--- config.mk ---
export PLATFORM = sky130hd
export DESIGN_NAME = mpra_top
export DESIGN_NICKNAME = d
export VERILOG_FILES = /design/src/rtl/mpra_pkg.sv /design/src/rtl/mpra_top.sv /design/src/rtl/mpra_sync.sv /design/src/rtl/mpra_glue.sv
export SDC_FILE = /design/constraint.sdc
export NUM_CORES = 1
export LEC_CHECK = 0
export BUFFER_PORTS_ARGS = -buffer_cell sky130_fd_sc_hd__buf_2
export CORE_MARGIN = 2
export CORE_UTILIZATION = 33
export DETAILED_ROUTE_END_ITERATION = 7
export GPL_TIMING_DRIVEN = 0
export PLACE_DENSITY_LB_ADDON = 0.12
export SYNTH_ARGS = -nofsm -noshare
export SYNTH_HDL_FRONTEND = slang
export SYNTH_SLANG_ARGS = --single-unit
--- constraint.sdc ---
create_clock -name CORE_CLK -period 2 [get_ports CORE_CLK]
set_input_delay 0.4 -clock CORE_CLK [delete_from_list [all_inputs] [get_ports CORE_CLK]]
set_output_delay 0.4 -clock CORE_CLK [all_outputs]
set_load 0.05 [all_outputs]
--- src/rtl/mpra_pkg.sv ---
// Shared types and constants of the multiprocessor resource arbiter
package mpra_pkg;

    // ************************************************************
    // Widths and timing
    // ************************************************************
    localparam int          REG_W     = 16;   // Settle count register
    localparam int          DIV_RATIO = 7;    // Settle count steps at clock / 7
    localparam int          PRE_W     = 3;
    localparam logic [2:0]  PRE_LAST  = 3'(DIV_RATIO - 1);
    localparam logic [2:0]  PRE_ZERO  = 3'h0;
    localparam int          SYNC_STAGES = 2;

    // Flag outcome codes, ordered {sign, zero}
    localparam logic [1:0]  SZ_BUSY    = 2'h1;
    localparam logic [1:0]  SZ_GRANTED = 2'h2;
    localparam logic [1:0]  SZ_FAILED  = 2'h0;
    localparam logic [1:0]  SZ_NONE    = 2'h0;

    // Open-drain low level of the shared request line
    localparam logic        LINE_LOW = 1'b0;

    // ************************************************************
    // Types
    // ************************************************************
    typedef enum logic [1:0] {
        MPRA_OP_REQUEST = 2'h0,   // request_resource_instr
        MPRA_OP_SET     = 2'h1,   // assert_request_instr
        MPRA_OP_TEST    = 2'h2,   // test_arbit_input_instr
        MPRA_OP_RELEASE = 2'h3    // release_request_instr
    } mpra_op_t;

    typedef enum logic [1:0] {
        MPRA_ST_IDLE   = 2'h0,
        MPRA_ST_SETTLE = 2'h1
    } mpra_state_t;

    typedef struct packed {
        mpra_op_t          op;
        logic [REG_W-1:0]  settle;   // Loaded into the settle counter
    } mpra_cmd_t;

    typedef struct packed {
        mpra_op_t  op;
        logic      busy;
        logic      granted;
        logic      failed;
        logic      flag_s;
        logic      flag_z;
        logic      level;    // Multiprocessor input at the deciding test
        logic      req;      // Request output state after the command
    } mpra_res_t;

endpackage : mpra_pkg

--- src/rtl/mpra_top.sv ---
// Multiprocessor resource arbiter: chain interface and request sequencer
`timescale 1ns/1ps

module mpra_top (
    input  wire logic               CORE_CLK,
    input  wire logic               RESET,
    // Command port
    input  wire logic               CMD_VALID,
    input  wire mpra_pkg::mpra_cmd_t CMD,
    output logic                    CMD_READY,
    output logic                    RES_VALID,
    output mpra_pkg::mpra_res_t     RES,
    // Daisy chain
    input  wire logic               CHAIN_REQUEST_N_I,
    output logic                    CHAIN_REQUEST_N_O,
    output logic                    CHAIN_REQUEST_N_OE,
    input  wire logic               CHAIN_BUSY_N,
    input  wire logic               CHAIN_ACCEPT_IN_N,
    output logic                    CHAIN_ACCEPT_OUT_N
);

    // ************************************************************
    // Declarations
    // ************************************************************
    mpra_pkg::mpra_state_t          state_r;
    logic                           req_r;
    logic [mpra_pkg::REG_W-1:0]     cnt_r;
    logic [mpra_pkg::PRE_W-1:0]     pre_r;
    logic                           tick;
    logic [2:0]                     sync_d;
    logic [2:0]                     sync_q;
    logic                           busy_s_n;
    logic                           acc_s_n;
    logic                           mux_n;
    logic                           take;
    logic                           start_req;
    logic                           busy_abort;
    logic                           final_test;
    logic                           won;
    mpra_pkg::mpra_res_t            res_r;
    logic                           res_vld_r;

    // ************************************************************
    // Chain input synchronisation
    // ************************************************************

    // Each pin gets its own flops; gating raw async pins could glitch
    assign sync_d = {CHAIN_BUSY_N, CHAIN_REQUEST_N_I, CHAIN_ACCEPT_IN_N};

    mpra_sync #(
        .WIDTH (3)
    ) u_sync (
        .clk (CORE_CLK),
        .rst (RESET),
        .d   (sync_d),
        .q   (sync_q)
    );

    // Busy is the request wire as well, so either being low counts
    assign busy_s_n = sync_q[2] & sync_q[1];
    assign acc_s_n  = sync_q[0];

    // ************************************************************
    // Chain glue
    // ************************************************************

    // Accept out uses the raw input so the chain ripples without clock delay
    mpra_glue u_pass (
        .req_active   (req_r),
        .busy_n       (busy_s_n),
        .accept_in_n  (CHAIN_ACCEPT_IN_N),
        .mux_n        (),
        .accept_out_n (CHAIN_ACCEPT_OUT_N)
    );

    // Processor-side mux works on the synchronised copies
    mpra_glue u_mux (
        .req_active   (req_r),
        .busy_n       (busy_s_n),
        .accept_in_n  (acc_s_n),
        .mux_n        (mux_n),
        .accept_out_n ()
    );

    // Open drain: only ever pull low, enable while requesting
    assign CHAIN_REQUEST_N_O  = mpra_pkg::LINE_LOW;
    assign CHAIN_REQUEST_N_OE = req_r;

    // ************************************************************
    // Command decode
    // ************************************************************

    // No new command while the settle loop runs
    assign CMD_READY  = (state_r == mpra_pkg::MPRA_ST_IDLE);
    assign take       = CMD_VALID && CMD_READY;
    // Input still shows the busy path here since the request is not yet out
    assign busy_abort = take && CMD.op == mpra_pkg::MPRA_OP_REQUEST && !mux_n;
    assign start_req  = take && CMD.op == mpra_pkg::MPRA_OP_REQUEST && mux_n;
    assign final_test = (state_r == mpra_pkg::MPRA_ST_SETTLE) && tick
                        && (cnt_r == '0);
    assign won        = final_test && !mux_n;

    // ************************************************************
    // Settle prescaler
    // ************************************************************

    // One step every seven clocks; also covers the synchroniser delay
    assign tick = (pre_r == mpra_pkg::PRE_LAST);

    always_ff @(posedge CORE_CLK) begin
        if (RESET) begin
            pre_r <= mpra_pkg::PRE_ZERO;
        end else if (state_r != mpra_pkg::MPRA_ST_SETTLE || tick) begin
            pre_r <= mpra_pkg::PRE_ZERO;
        end else begin
            pre_r <= pre_r + 3'h1;
        end
    end

    // ************************************************************
    // Settle counter
    // ************************************************************

    // Loaded at request time, stepped down on each prescaler tick
    always_ff @(posedge CORE_CLK) begin
        if (RESET) begin
            cnt_r <= '0;
        end else if (start_req) begin
            cnt_r <= CMD.settle;
        end else if (state_r == mpra_pkg::MPRA_ST_SETTLE && tick && cnt_r != '0) begin
            cnt_r <= cnt_r - 16'h1;
        end
    end

    // ************************************************************
    // Sequencer state
    // ************************************************************

    always_ff @(posedge CORE_CLK) begin
        if (RESET) begin
            state_r <= mpra_pkg::MPRA_ST_IDLE;
        end else begin
            case (state_r)
                mpra_pkg::MPRA_ST_IDLE: begin
                    if (start_req) begin
                        state_r <= mpra_pkg::MPRA_ST_SETTLE;
                    end
                end
                mpra_pkg::MPRA_ST_SETTLE: begin
                    if (final_test) begin
                        state_r <= mpra_pkg::MPRA_ST_IDLE;
                    end
                end
                default: begin
                    state_r <= mpra_pkg::MPRA_ST_IDLE;
                end
            endcase
        end
    end

    // ************************************************************
    // Request output
    // ************************************************************

    // Set and release work regardless of arbitration, giving a plain port bit
    always_ff @(posedge CORE_CLK) begin
        if (RESET) begin
            req_r <= 1'b0;
        end else if (start_req) begin
            req_r <= 1'b1;
        end else if (take && CMD.op == mpra_pkg::MPRA_OP_SET) begin
            req_r <= 1'b1;
        end else if (take && CMD.op == mpra_pkg::MPRA_OP_RELEASE) begin
            req_r <= 1'b0;
        end else if (final_test && mux_n) begin
            req_r <= 1'b0;
        end
    end

    // ************************************************************
    // Result and flags
    // ************************************************************

    // One result per command; request reports only when finished
    always_ff @(posedge CORE_CLK) begin
        if (RESET) begin
            res_vld_r <= 1'b0;
            res_r     <= '0;
        end else begin
            res_vld_r <= 1'b0;
            if (busy_abort) begin
                res_vld_r                   <= 1'b1;
                res_r                       <= '0;
                res_r.op                    <= mpra_pkg::MPRA_OP_REQUEST;
                res_r.busy                  <= 1'b1;
                {res_r.flag_s, res_r.flag_z} <= mpra_pkg::SZ_BUSY;
                res_r.level                 <= mux_n;
                res_r.req                   <= 1'b0;
            end else if (final_test) begin
                res_vld_r                   <= 1'b1;
                res_r                       <= '0;
                res_r.op                    <= mpra_pkg::MPRA_OP_REQUEST;
                res_r.granted               <= won;
                res_r.failed                <= !won;
                {res_r.flag_s, res_r.flag_z} <= won ? mpra_pkg::SZ_GRANTED
                                                    : mpra_pkg::SZ_FAILED;
                res_r.level                 <= mux_n;
                res_r.req                   <= won;
            end else if (take && CMD.op != mpra_pkg::MPRA_OP_REQUEST) begin
                res_vld_r <= 1'b1;
                res_r     <= '0;
                res_r.op  <= CMD.op;
                res_r.req <= (CMD.op == mpra_pkg::MPRA_OP_SET) ? 1'b1
                           : (CMD.op == mpra_pkg::MPRA_OP_RELEASE) ? 1'b0 : req_r;
                if (CMD.op == mpra_pkg::MPRA_OP_TEST) begin
                    // Sign mirrors the input level, zero its inverse
                    res_r.level  <= mux_n;
                    res_r.flag_s <= mux_n;
                    res_r.flag_z <= !mux_n;
                end else begin
                    {res_r.flag_s, res_r.flag_z} <= mpra_pkg::SZ_NONE;
                end
            end
        end
    end

    assign RES_VALID = res_vld_r;
    assign RES       = res_r;

    // ************************************************************
    // Assertions
    // ************************************************************

    a_accept_block: assert property (
        @(posedge CORE_CLK) disable iff (RESET)
        req_r |-> CHAIN_ACCEPT_OUT_N)
        else $error("accept out not held high while requesting");

    a_accept_pass: assert property (
        @(posedge CORE_CLK) disable iff (RESET)
        !req_r |-> (CHAIN_ACCEPT_OUT_N == CHAIN_ACCEPT_IN_N))
        else $error("accept out does not follow accept in");

    a_drive_od: assert property (
        @(posedge CORE_CLK) disable iff (RESET)
        (CHAIN_REQUEST_N_OE == req_r) && !CHAIN_REQUEST_N_O)
        else $error("request line not driven open drain");

    a_busy_abort: assert property (
        @(posedge CORE_CLK) disable iff (RESET)
        (take && CMD.op == mpra_pkg::MPRA_OP_REQUEST && !busy_s_n && !req_r)
        |=> (!req_r && RES_VALID && RES.busy && state_r == mpra_pkg::MPRA_ST_IDLE))
        else $error("request made while resource busy");

    a_req_start: assert property (
        @(posedge CORE_CLK) disable iff (RESET)
        (take && CMD.op == mpra_pkg::MPRA_OP_REQUEST && busy_s_n && !req_r)
        |=> (req_r && CHAIN_REQUEST_N_OE && state_r == mpra_pkg::MPRA_ST_SETTLE))
        else $error("free resource did not start a request");

    a_prescale_gap: assert property (
        @(posedge CORE_CLK) disable iff (RESET)
        (state_r == mpra_pkg::MPRA_ST_SETTLE && tick && cnt_r != '0)
        |=> (!tick)[*6] ##1 tick)
        else $error("settle step not at one seventh of clock");

    a_settle_zero: assert property (
        @(posedge CORE_CLK) disable iff (RESET)
        (state_r == mpra_pkg::MPRA_ST_SETTLE && tick && cnt_r != '0)
        |=> (cnt_r == $past(cnt_r) - 16'h1) && state_r == mpra_pkg::MPRA_ST_SETTLE)
        else $error("settle loop left early or count wrong");

    a_fail_drop: assert property (
        @(posedge CORE_CLK) disable iff (RESET)
        (final_test && acc_s_n) |=> (!req_r && RES_VALID && RES.failed))
        else $error("request not withdrawn on failure");

    a_grant_flag: assert property (
        @(posedge CORE_CLK) disable iff (RESET)
        (RES_VALID && RES.op == mpra_pkg::MPRA_OP_REQUEST)
        |-> ({RES.flag_s, RES.flag_z} == (RES.busy ? mpra_pkg::SZ_BUSY
             : RES.granted ? mpra_pkg::SZ_GRANTED : mpra_pkg::SZ_FAILED))
            && (RES.granted == req_r))
        else $error("outcome flags do not match request result");

    a_set_release: assert property (
        @(posedge CORE_CLK) disable iff (RESET)
        (take && CMD.op == mpra_pkg::MPRA_OP_SET) |=> req_r ##1 (req_r || $past(take)))
        else $error("set command did not assert request");

    a_release_cmd: assert property (
        @(posedge CORE_CLK) disable iff (RESET)
        (take && CMD.op == mpra_pkg::MPRA_OP_RELEASE) |=> (!req_r && RES_VALID))
        else $error("release command did not drop request");

    a_test_flags: assert property (
        @(posedge CORE_CLK) disable iff (RESET)
        (take && CMD.op == mpra_pkg::MPRA_OP_TEST)
        |=> (RES_VALID && RES.level == $past(mux_n) && RES.flag_s == RES.level
             && RES.flag_z == !RES.level))
        else $error("test command flags do not follow input");

    a_grant_keep: assert property (
        @(posedge CORE_CLK) disable iff (RESET)
        (final_test && !acc_s_n) |=> (req_r && RES_VALID && RES.granted && CHAIN_ACCEPT_OUT_N))
        else $error("granted request not kept");

    a_ready_settle: assert property (
        @(posedge CORE_CLK) disable iff (RESET)
        (state_r == mpra_pkg::MPRA_ST_SETTLE) |-> !CMD_READY)
        else $error("command accepted during settle loop");

    a_settle_req: assert property (
        @(posedge CORE_CLK) disable iff (RESET)
        (state_r == mpra_pkg::MPRA_ST_SETTLE) |-> (req_r && CHAIN_REQUEST_N_OE))
        else $error("accept path examined without request out");

    a_busy_merge: assert property (
        @(posedge CORE_CLK) disable iff (RESET)
        (!CHAIN_REQUEST_N_I)[*3] |-> !busy_s_n)
        else $error("held request line not seen as busy");

    a_final_level: assert property (
        @(posedge CORE_CLK) disable iff (RESET)
        final_test |=> (RES.level == $past(acc_s_n) && RES.failed == $past(acc_s_n)))
        else $error("final test result does not follow accept");

endmodule : mpra_top

--- src/rtl/mpra_sync.sv ---
// Two-flop synchroniser for the chain inputs
`timescale 1ns/1ps

module mpra_sync #(
    parameter int WIDTH = 2
) (
    input  wire logic             clk,
    input  wire logic             rst,
    input  wire logic [WIDTH-1:0] d,
    output logic      [WIDTH-1:0] q
);

    logic [WIDTH-1:0] meta_r;

    // ************************************************************
    // Synchroniser
    // ************************************************************

    // Idle chain lines are high, so reset to high
    always_ff @(posedge clk) begin
        if (rst) begin
            meta_r <= '1;
            q      <= '1;
        end else begin
            meta_r <= d;
            q      <= meta_r;  // First stage feeds nothing else
        end
    end

endmodule : mpra_sync

--- src/rtl/mpra_glue.sv ---
// Chain glue: input mux and accept pass-through gate
`timescale 1ns/1ps

module mpra_glue (
    input  wire logic req_active,
    input  wire logic busy_n,
    input  wire logic accept_in_n,
    output logic      mux_n,
    output logic      accept_out_n
);

    // ************************************************************
    // Routing
    // ************************************************************

    // Busy path before the request, accept path after it
    assign mux_n        = req_active ? accept_in_n : busy_n;
    // Requesting stage blocks the accept from going further down
    assign accept_out_n = req_active ? 1'b1 : accept_in_n;

endmodule : mpra_glue

== Yosys cells after proc, flatten, opt, wreduce, memory -nomap -nowiden ==
Index checks and enable logic that the tools add are counted.
Operators by class
  reduce and logical (&&, ||, !) cells: 28
  equal/unequal tests: 8
  bitwise operators: 1
  add/sub/neg operators: 2
  muxes and demuxes: 22
Operators with widths (count)
  $mux 16: 2
  $mux 7: 3
  $logic_not 16->1: 1
  $reduce_bool 16->1: 1
  $sub 16x1->16 const B: 1
  $logic_and 1x1->1: 12
  $mux 1: 12
  $mux 2: 4
  $reduce_bool 2->1: 3
  $eq 2x1->1 const B: 2
  $eq 2x2->1 const B: 2
  $logic_not 2->1: 2
  $ne 2x1->1 const B: 2
  $pmux 2 s2: 1
  $reduce_bool 4->1: 1
  $reduce_or 2->1: 2
  $add 3x1->3 const B: 1
  $eq 3x3->1 const B: 1
  $reduce_bool 3->1: 1
  $reduce_or 3->1: 1
  $logic_not 1->1: 2
  $ne 2x2->1 const B: 1
  $reduce_and 2->1: 1
  $and 1x1->1: 1
  $logic_or 1x1->1: 1
Word-level totals
  register bits after elaboration: 38
  logic and storage cells: 76
  output and inout port bits: 14
  input port bits: 24

== Longest topological paths before layout ==
  depth after elaboration: 8
  gate-level depth with buffers: 8
  mapped depth without buffers: 7

== Modules after synthesis ==
A second synthesis with hierarchy kept.
Second synthesis, totals
  cells, all modules: 231
  area, all modules: 1981.9 µm²
By module, submodules not included
  mpra_top: area each 1781.7 µm², seq. area each 620.6 µm², cells each 215, instances 1
  mpra_sync: area each 157.7 µm², seq. area each 120.1 µm², cells each 12, instances 1
  mpra_glue: area each 21.3 µm², seq. area each 0.0 µm², cells each 2, instances 2

== Least setup slack after synthesis ==
OpenSTA, ideal clock, no wires.
  kind: reg-to-reg
  start point: register req_r (netlist: CHAIN_REQUEST_N_OE)
  end point: register state_r[0]
  library setup time: 86 ps
  arrival time: 1723 ps
  setup slack: 192 ps
  path buffers: 1
  period minus slack after synthesis: 1808 ps
  cell stages (with the launch flop): 6
  path through: dfxtp_1 nand2_1 o21ai_2 nand3_1 clkbuf_1 a211oi_1
On the way
  longest elaborated chain between the ends: 4
RTL lines
  start: declaration: line mpra_top.sv:26  | logic req_r;
  start signal: assignment: line mpra_top.sv:168  | req_r <= 1'b0;
  start signal: assignment: line mpra_top.sv:170  | req_r <= 1'b1;
  start signal: assignment: line mpra_top.sv:172  | req_r <= 1'b1;
  $mux 1: line mpra_glue.sv:17  | assign mux_n = req_active ? accept_in_n : busy_n;
  $logic_and 1x1->1: line mpra_top.sv:98  | assign start_req = take && CMD.op == mpra_pkg::MPRA_OP_REQUEST && mux_n;
  $ne 2x1->1 (no line)
  $reduce_and 2->1 (no line)
  end signal: assignment: line mpra_top.sv:141  | state_r <= mpra_pkg::MPRA_ST_IDLE;
  end signal: assignment: line mpra_top.sv:146  | state_r <= mpra_pkg::MPRA_ST_SETTLE;
  end signal: assignment: line mpra_top.sv:151  | state_r <= mpra_pkg::MPRA_ST_IDLE;
  end: declaration: line mpra_top.sv:25  | mpra_pkg::mpra_state_t state_r;
No other way between the ends.
A chain may end at the register's enable or synchronous reset.

== Worst setup path in the final report ==
  start point: register cnt_r[2] (netlist bit)
  end point: register cnt_r[9] (netlist bit)
On the way
  longest elaborated chain between the ends: 3
  elaborated cells on any way between the ends: 6
RTL lines
  start: declaration: line mpra_top.sv:27  | logic [mpra_pkg::REG_W-1:0] cnt_r;
  start signal: assignment: line mpra_top.sv:129  | cnt_r <= CMD.settle;
  start signal: assignment: line mpra_top.sv:131  | cnt_r <= cnt_r - 16'h1;
  $sub 16x1->16 or $reduce_bool 16->1 (tied branches): line mpra_top.sv:131, mpra_top.sv:130
  $mux 16 or $logic_and 1x1->1 (tied branches): line mpra_top.sv:130  | end else if (state_r == mpra_pkg::MPRA_ST_SETTLE && tick && cnt_r != '0) begin
  $mux 16 or $reduce_bool 2->1 (tied branches)
Parallel ways exist; a longest one is shown, timed or not. The select of a mux whose other input is x is not followed.

==> metrics.md <==
| Metric | Value |
|---|---|
| Post-Syn Area | `0.001789 mm^2` |
| Layout cell share with drive strength beyond 1 | `27.84%` |
| Starting Density | `34.59%` |
| Port Buffer Count | `36` |
| Post-route cell area | `0.002190 mm^2` |
| Register area share after synthesis | `41.40%` |
| Critical path class | `reg2reg` |
| Initial antenna violation count | `0` |
| Fin. Hold Viols | `0` |
| Tcrit/Tclk final | `92.91%` |
| Main combinational cell family by area after synthesis | `simple AND/OR/NAND/NOR gates` |
| CP endpoint kind | `flip-flop` |
| Async SR Flop Fraction | `0%` |
| Post-route minimum period | `1.858 ns` |
| Placed cell area | `0.002057 mm^2` |
| DP Wirelength | `3072 um` |
| Maximum clock path buffer count | `2` |
| Max-cap violations | `0` |
| Setup Skew | `0.005493 ns` |
| Lkg Pwr | `0.8609 nW` |
| Worst-path clk slew | `0.08 ns` |
| Final setup fails | `0` |
| Post-Synth Adder-Cell Area | `2.098%` |
| Site Rows | `26` |
| Vias | `1,596` |
| Syn. warnings | `0` |
| Worst r2r path cells | `5` |
| Post-synth top flop | `dfxtp_1` |
| Clock Sink Count | `37` |
| Die X | `77.64 um` |
| Worst hold start | `CHAIN_REQUEST_N_I` |
| Die area | `0.006027 mm^2` |
| DRC | `0` |
| GRT overflow | `0` |
| CTS buffer count | `5` |
| R2R Setup Slk | `0.14 ns` |
| DR pass1 iterations | `4` |
| Skew-Pair Late Insertion Delay | `0.29 ns` |
| Endpoint, Worst Hold | `u_sync.meta_r[1]` |
| Post-synth top area cell | `dfxtp_1` |
| Starting DRT DRC Count | `64` |
| CP arrival | `2.07 ns` |
| Final design utilization | `42.33%` |
| Routed wire length | `4140 um` |
| EDFF count, synth | `0` |
| CTS tree | `built` |
| Worst R2R End | `cnt_r[9]` |
| Hold Path Cell Cnt | `2` |
| # nets final | `281` |
| F_max | `0.5382 GHz` |
| Gpl congestion | `0.7801` |
| Hold buffers post-CTS | `0` |
| Simple-gate share of the synthesized area | `29.37%` |
| Outcome | `finished clean` |
| XOR/XNOR Fraction of Synth Area | `4.895%` |
| Mux cell area share after synthesis | `1.119%` |
| Dominant cells by area after synthesis | `dfxtp_1, a211oi_1, nor2_1` |
| Max Slew Vio Count | `0` |
| Top cell type's share of synthesized area | `41.40%` |
| R2r startpoint | `cnt_r[2]` |
| I/O Pins | `38` |
| Max_slew headroom | `64.25%` |
| Area delta synth->final | `22.38%` |
| Worst Hold Class | `in2reg` |
| WP data required | `2.21 ns` |
| Post-place setup slack | `-0.05012 ns` |
| CP startpoint kind | `flip-flop` |
| Ant. Diodes | `0` |
| Placed cell count | `315` |
| Average cell area after synthesis | `8.561 um^2` |
| Die Ht | `77.64 um` |
| Antenna Violating Nets Remaining | `0` |
| Core ar. | `0.005172 mm^2` |
| Post-route insts no fill | `325` |
| Root buffer selected by CTS | `clkbuf_8` |
| Worst slew pin tran | `0.5363 ns` |
| Tot GR Track Use | `14.97%` |
| Syn nets | `236` |
| Final WS setup | `0.1418 ns` |
| Wire per inst | `12.74 um` |
| Synth unique cells | `43` |
| Fillcell total | `559` |
| Maximum vdd drop | `0.0002379 V` |
| Vias in the first global route | `1,516` |
| Compound-cell area share of the yosys netlist | `17.06%` |
| FF+latch count, synth | `37` |
| First-pass GRT wire length | `7100 um` |
| Vias per inst | `4.911` |
| Power Dens Cells | `745.0 mW/mm^2` |
| Final Power | `1.631 mW` |
| Syn Inst Count | `209` |
| Largest net degree at the start of global routing | `13` |
| Crit-path max FO | `8` |
| H-tree Lvls | `2` |
==> timing repair <==
action / in CTS / in global routing
buffers inserted: 0 / 2
endpoints found under the setup margin: 0 / 21
gates resized for setup: 0 / 8
==> report_power, final <==
part | leakage (nW) | internal, mW | switching (mW)
clock | 0.0439 | 0.240 | 0.274
combinational | 0.515 | 0.122 | 0.193
sequential | 0.302 | 0.770 | 0.0318
total | 0.861 | 1.13 | 0.499
==> critical path: stages, from the launching register on <==
cell and delay [ns]:
dfxtp_1 0.39, nor3_1 0.42, nand3_1 0.22, a2111oi_2 0.41, xnor2_1 0.12, a211oi_1 0.22
==> worst max path at each step <==
stage | startpoint | to | slack, ns | cells after the start
floorplan | CHAIN_REQUEST_N_OE | state_r[0] | 0.19 | 5
global placement | CMD_VALID | cnt_r[13] | 0.003 | 7
detailed placement | CMD_VALID | cnt_r[13] | -0.05 | 7
CTS | cnt_r[7] | RES[2] | 0.005 | 5
global route | cnt_r[2] | cnt_r[9] | -0.0005 | 5
finish | cnt_r[2] | cnt_r[9] | 0.14 | 5
==> sequential cells by signal, indices dropped and copies added (netlist names) <==
| register | cells |
|---|---|
| u_sync.q | 3 |
| RES | 9 |
| RES_VALID | 1 |
| u_sync.meta_r | 3 |
| cnt_r | 16 |
| state_r | 1 |
| CHAIN_REQUEST_N_OE | 1 |
| pre_r | 3 |
==> layout make-up <==
type                            instances  area, um^2  area share, %
Clock buffer                            5       68.82          3.143
Inverter                                5       18.77         0.8571
Tap cell                               70       87.58          4.000
Clock inverter                          3       17.52         0.8000
Sequential cell                        37       740.7          33.83
Timing Repair Buffer                   38       195.2          8.914
Multi-Input combinational cell        157        1008          46.06
Buffer                                 10       52.55          2.400
==> synth_stat cells (4+ instances only) <==
cell type and count:
a21oi_1 11, clkbuf_1 7, or2_2 7, nor2_1 28, dfxtp_1 37, xor2_1 4, nor3_1 10, xnor2_1 6
nand2_1 18, a211oi_1 17, nor4_1 4, inv_1 5, nand3_1 9
==> metrics by stage <==
stage / hold slack [ns] / setup TNS (ns)
6_report: 0.2849 / 0
5_1_grt: 0.2762 / -0.0005009
4_1_cts: 0.2792 / 0
3_5_place_dp: 0.3987 / -0.1625
3_3_place_gp: 0.3936 / 0
2_1_floorplan: 0.3895 / 0
==> metal layers <==
| metal | share of wire, % | GRT usage [%] |
|---|---|---|
| met4 | 1.7 | 6.250 |
| met1 | 47 | 19.19 |
| met2 | 46 | 23.97 |
| met3 | 5.0 | 3.605 |
| met5 | 0 | 0 |
==> kinds of logic after synthesis <==
kind of cell / Yosys count
other: 1
adder cells (fa/ha/maj): 3
AO/OA/AOI/OAI: 43
AND/OR/NAND/NOR: 98
XOR/XNOR: 10
multiplexers: 2
flip-flops: 37
buffers and inverters: 15
==> placed cells by master (no fill, tap or decap), types with 2 or more instances in the layout <==
master	synthesis	final
dfxtp_1	37	37
buf_2	1	36
nor2_1	28	28
nand2_1	18	18
a211oi_1	17	17
a21oi_1	11	10
nand3_1	9	8
nor3_1	10	8
or2_2	7	7
clkbuf_1	7	7
xnor2_1	6	6
inv_1	5	5
clkbuf_8	0	5
nor4_1	4	4
xor2_1	4	4
a31oi_1	3	3
nand4_1	3	3
ha_1	3	3
buf_4	1	3
nand2b_1	2	2
o21ai_2	2	2
and4b_1	2	2
or4_4	1	2
a22oi_1	2	2
a21o_1	2	2
mux2i_1	2	2
nor3b_1	3	2
nor3_2	0	2
a311o_1	2	2
clkinv_2	0	2
No activity file was read; power rests on OpenSTA's default activity.
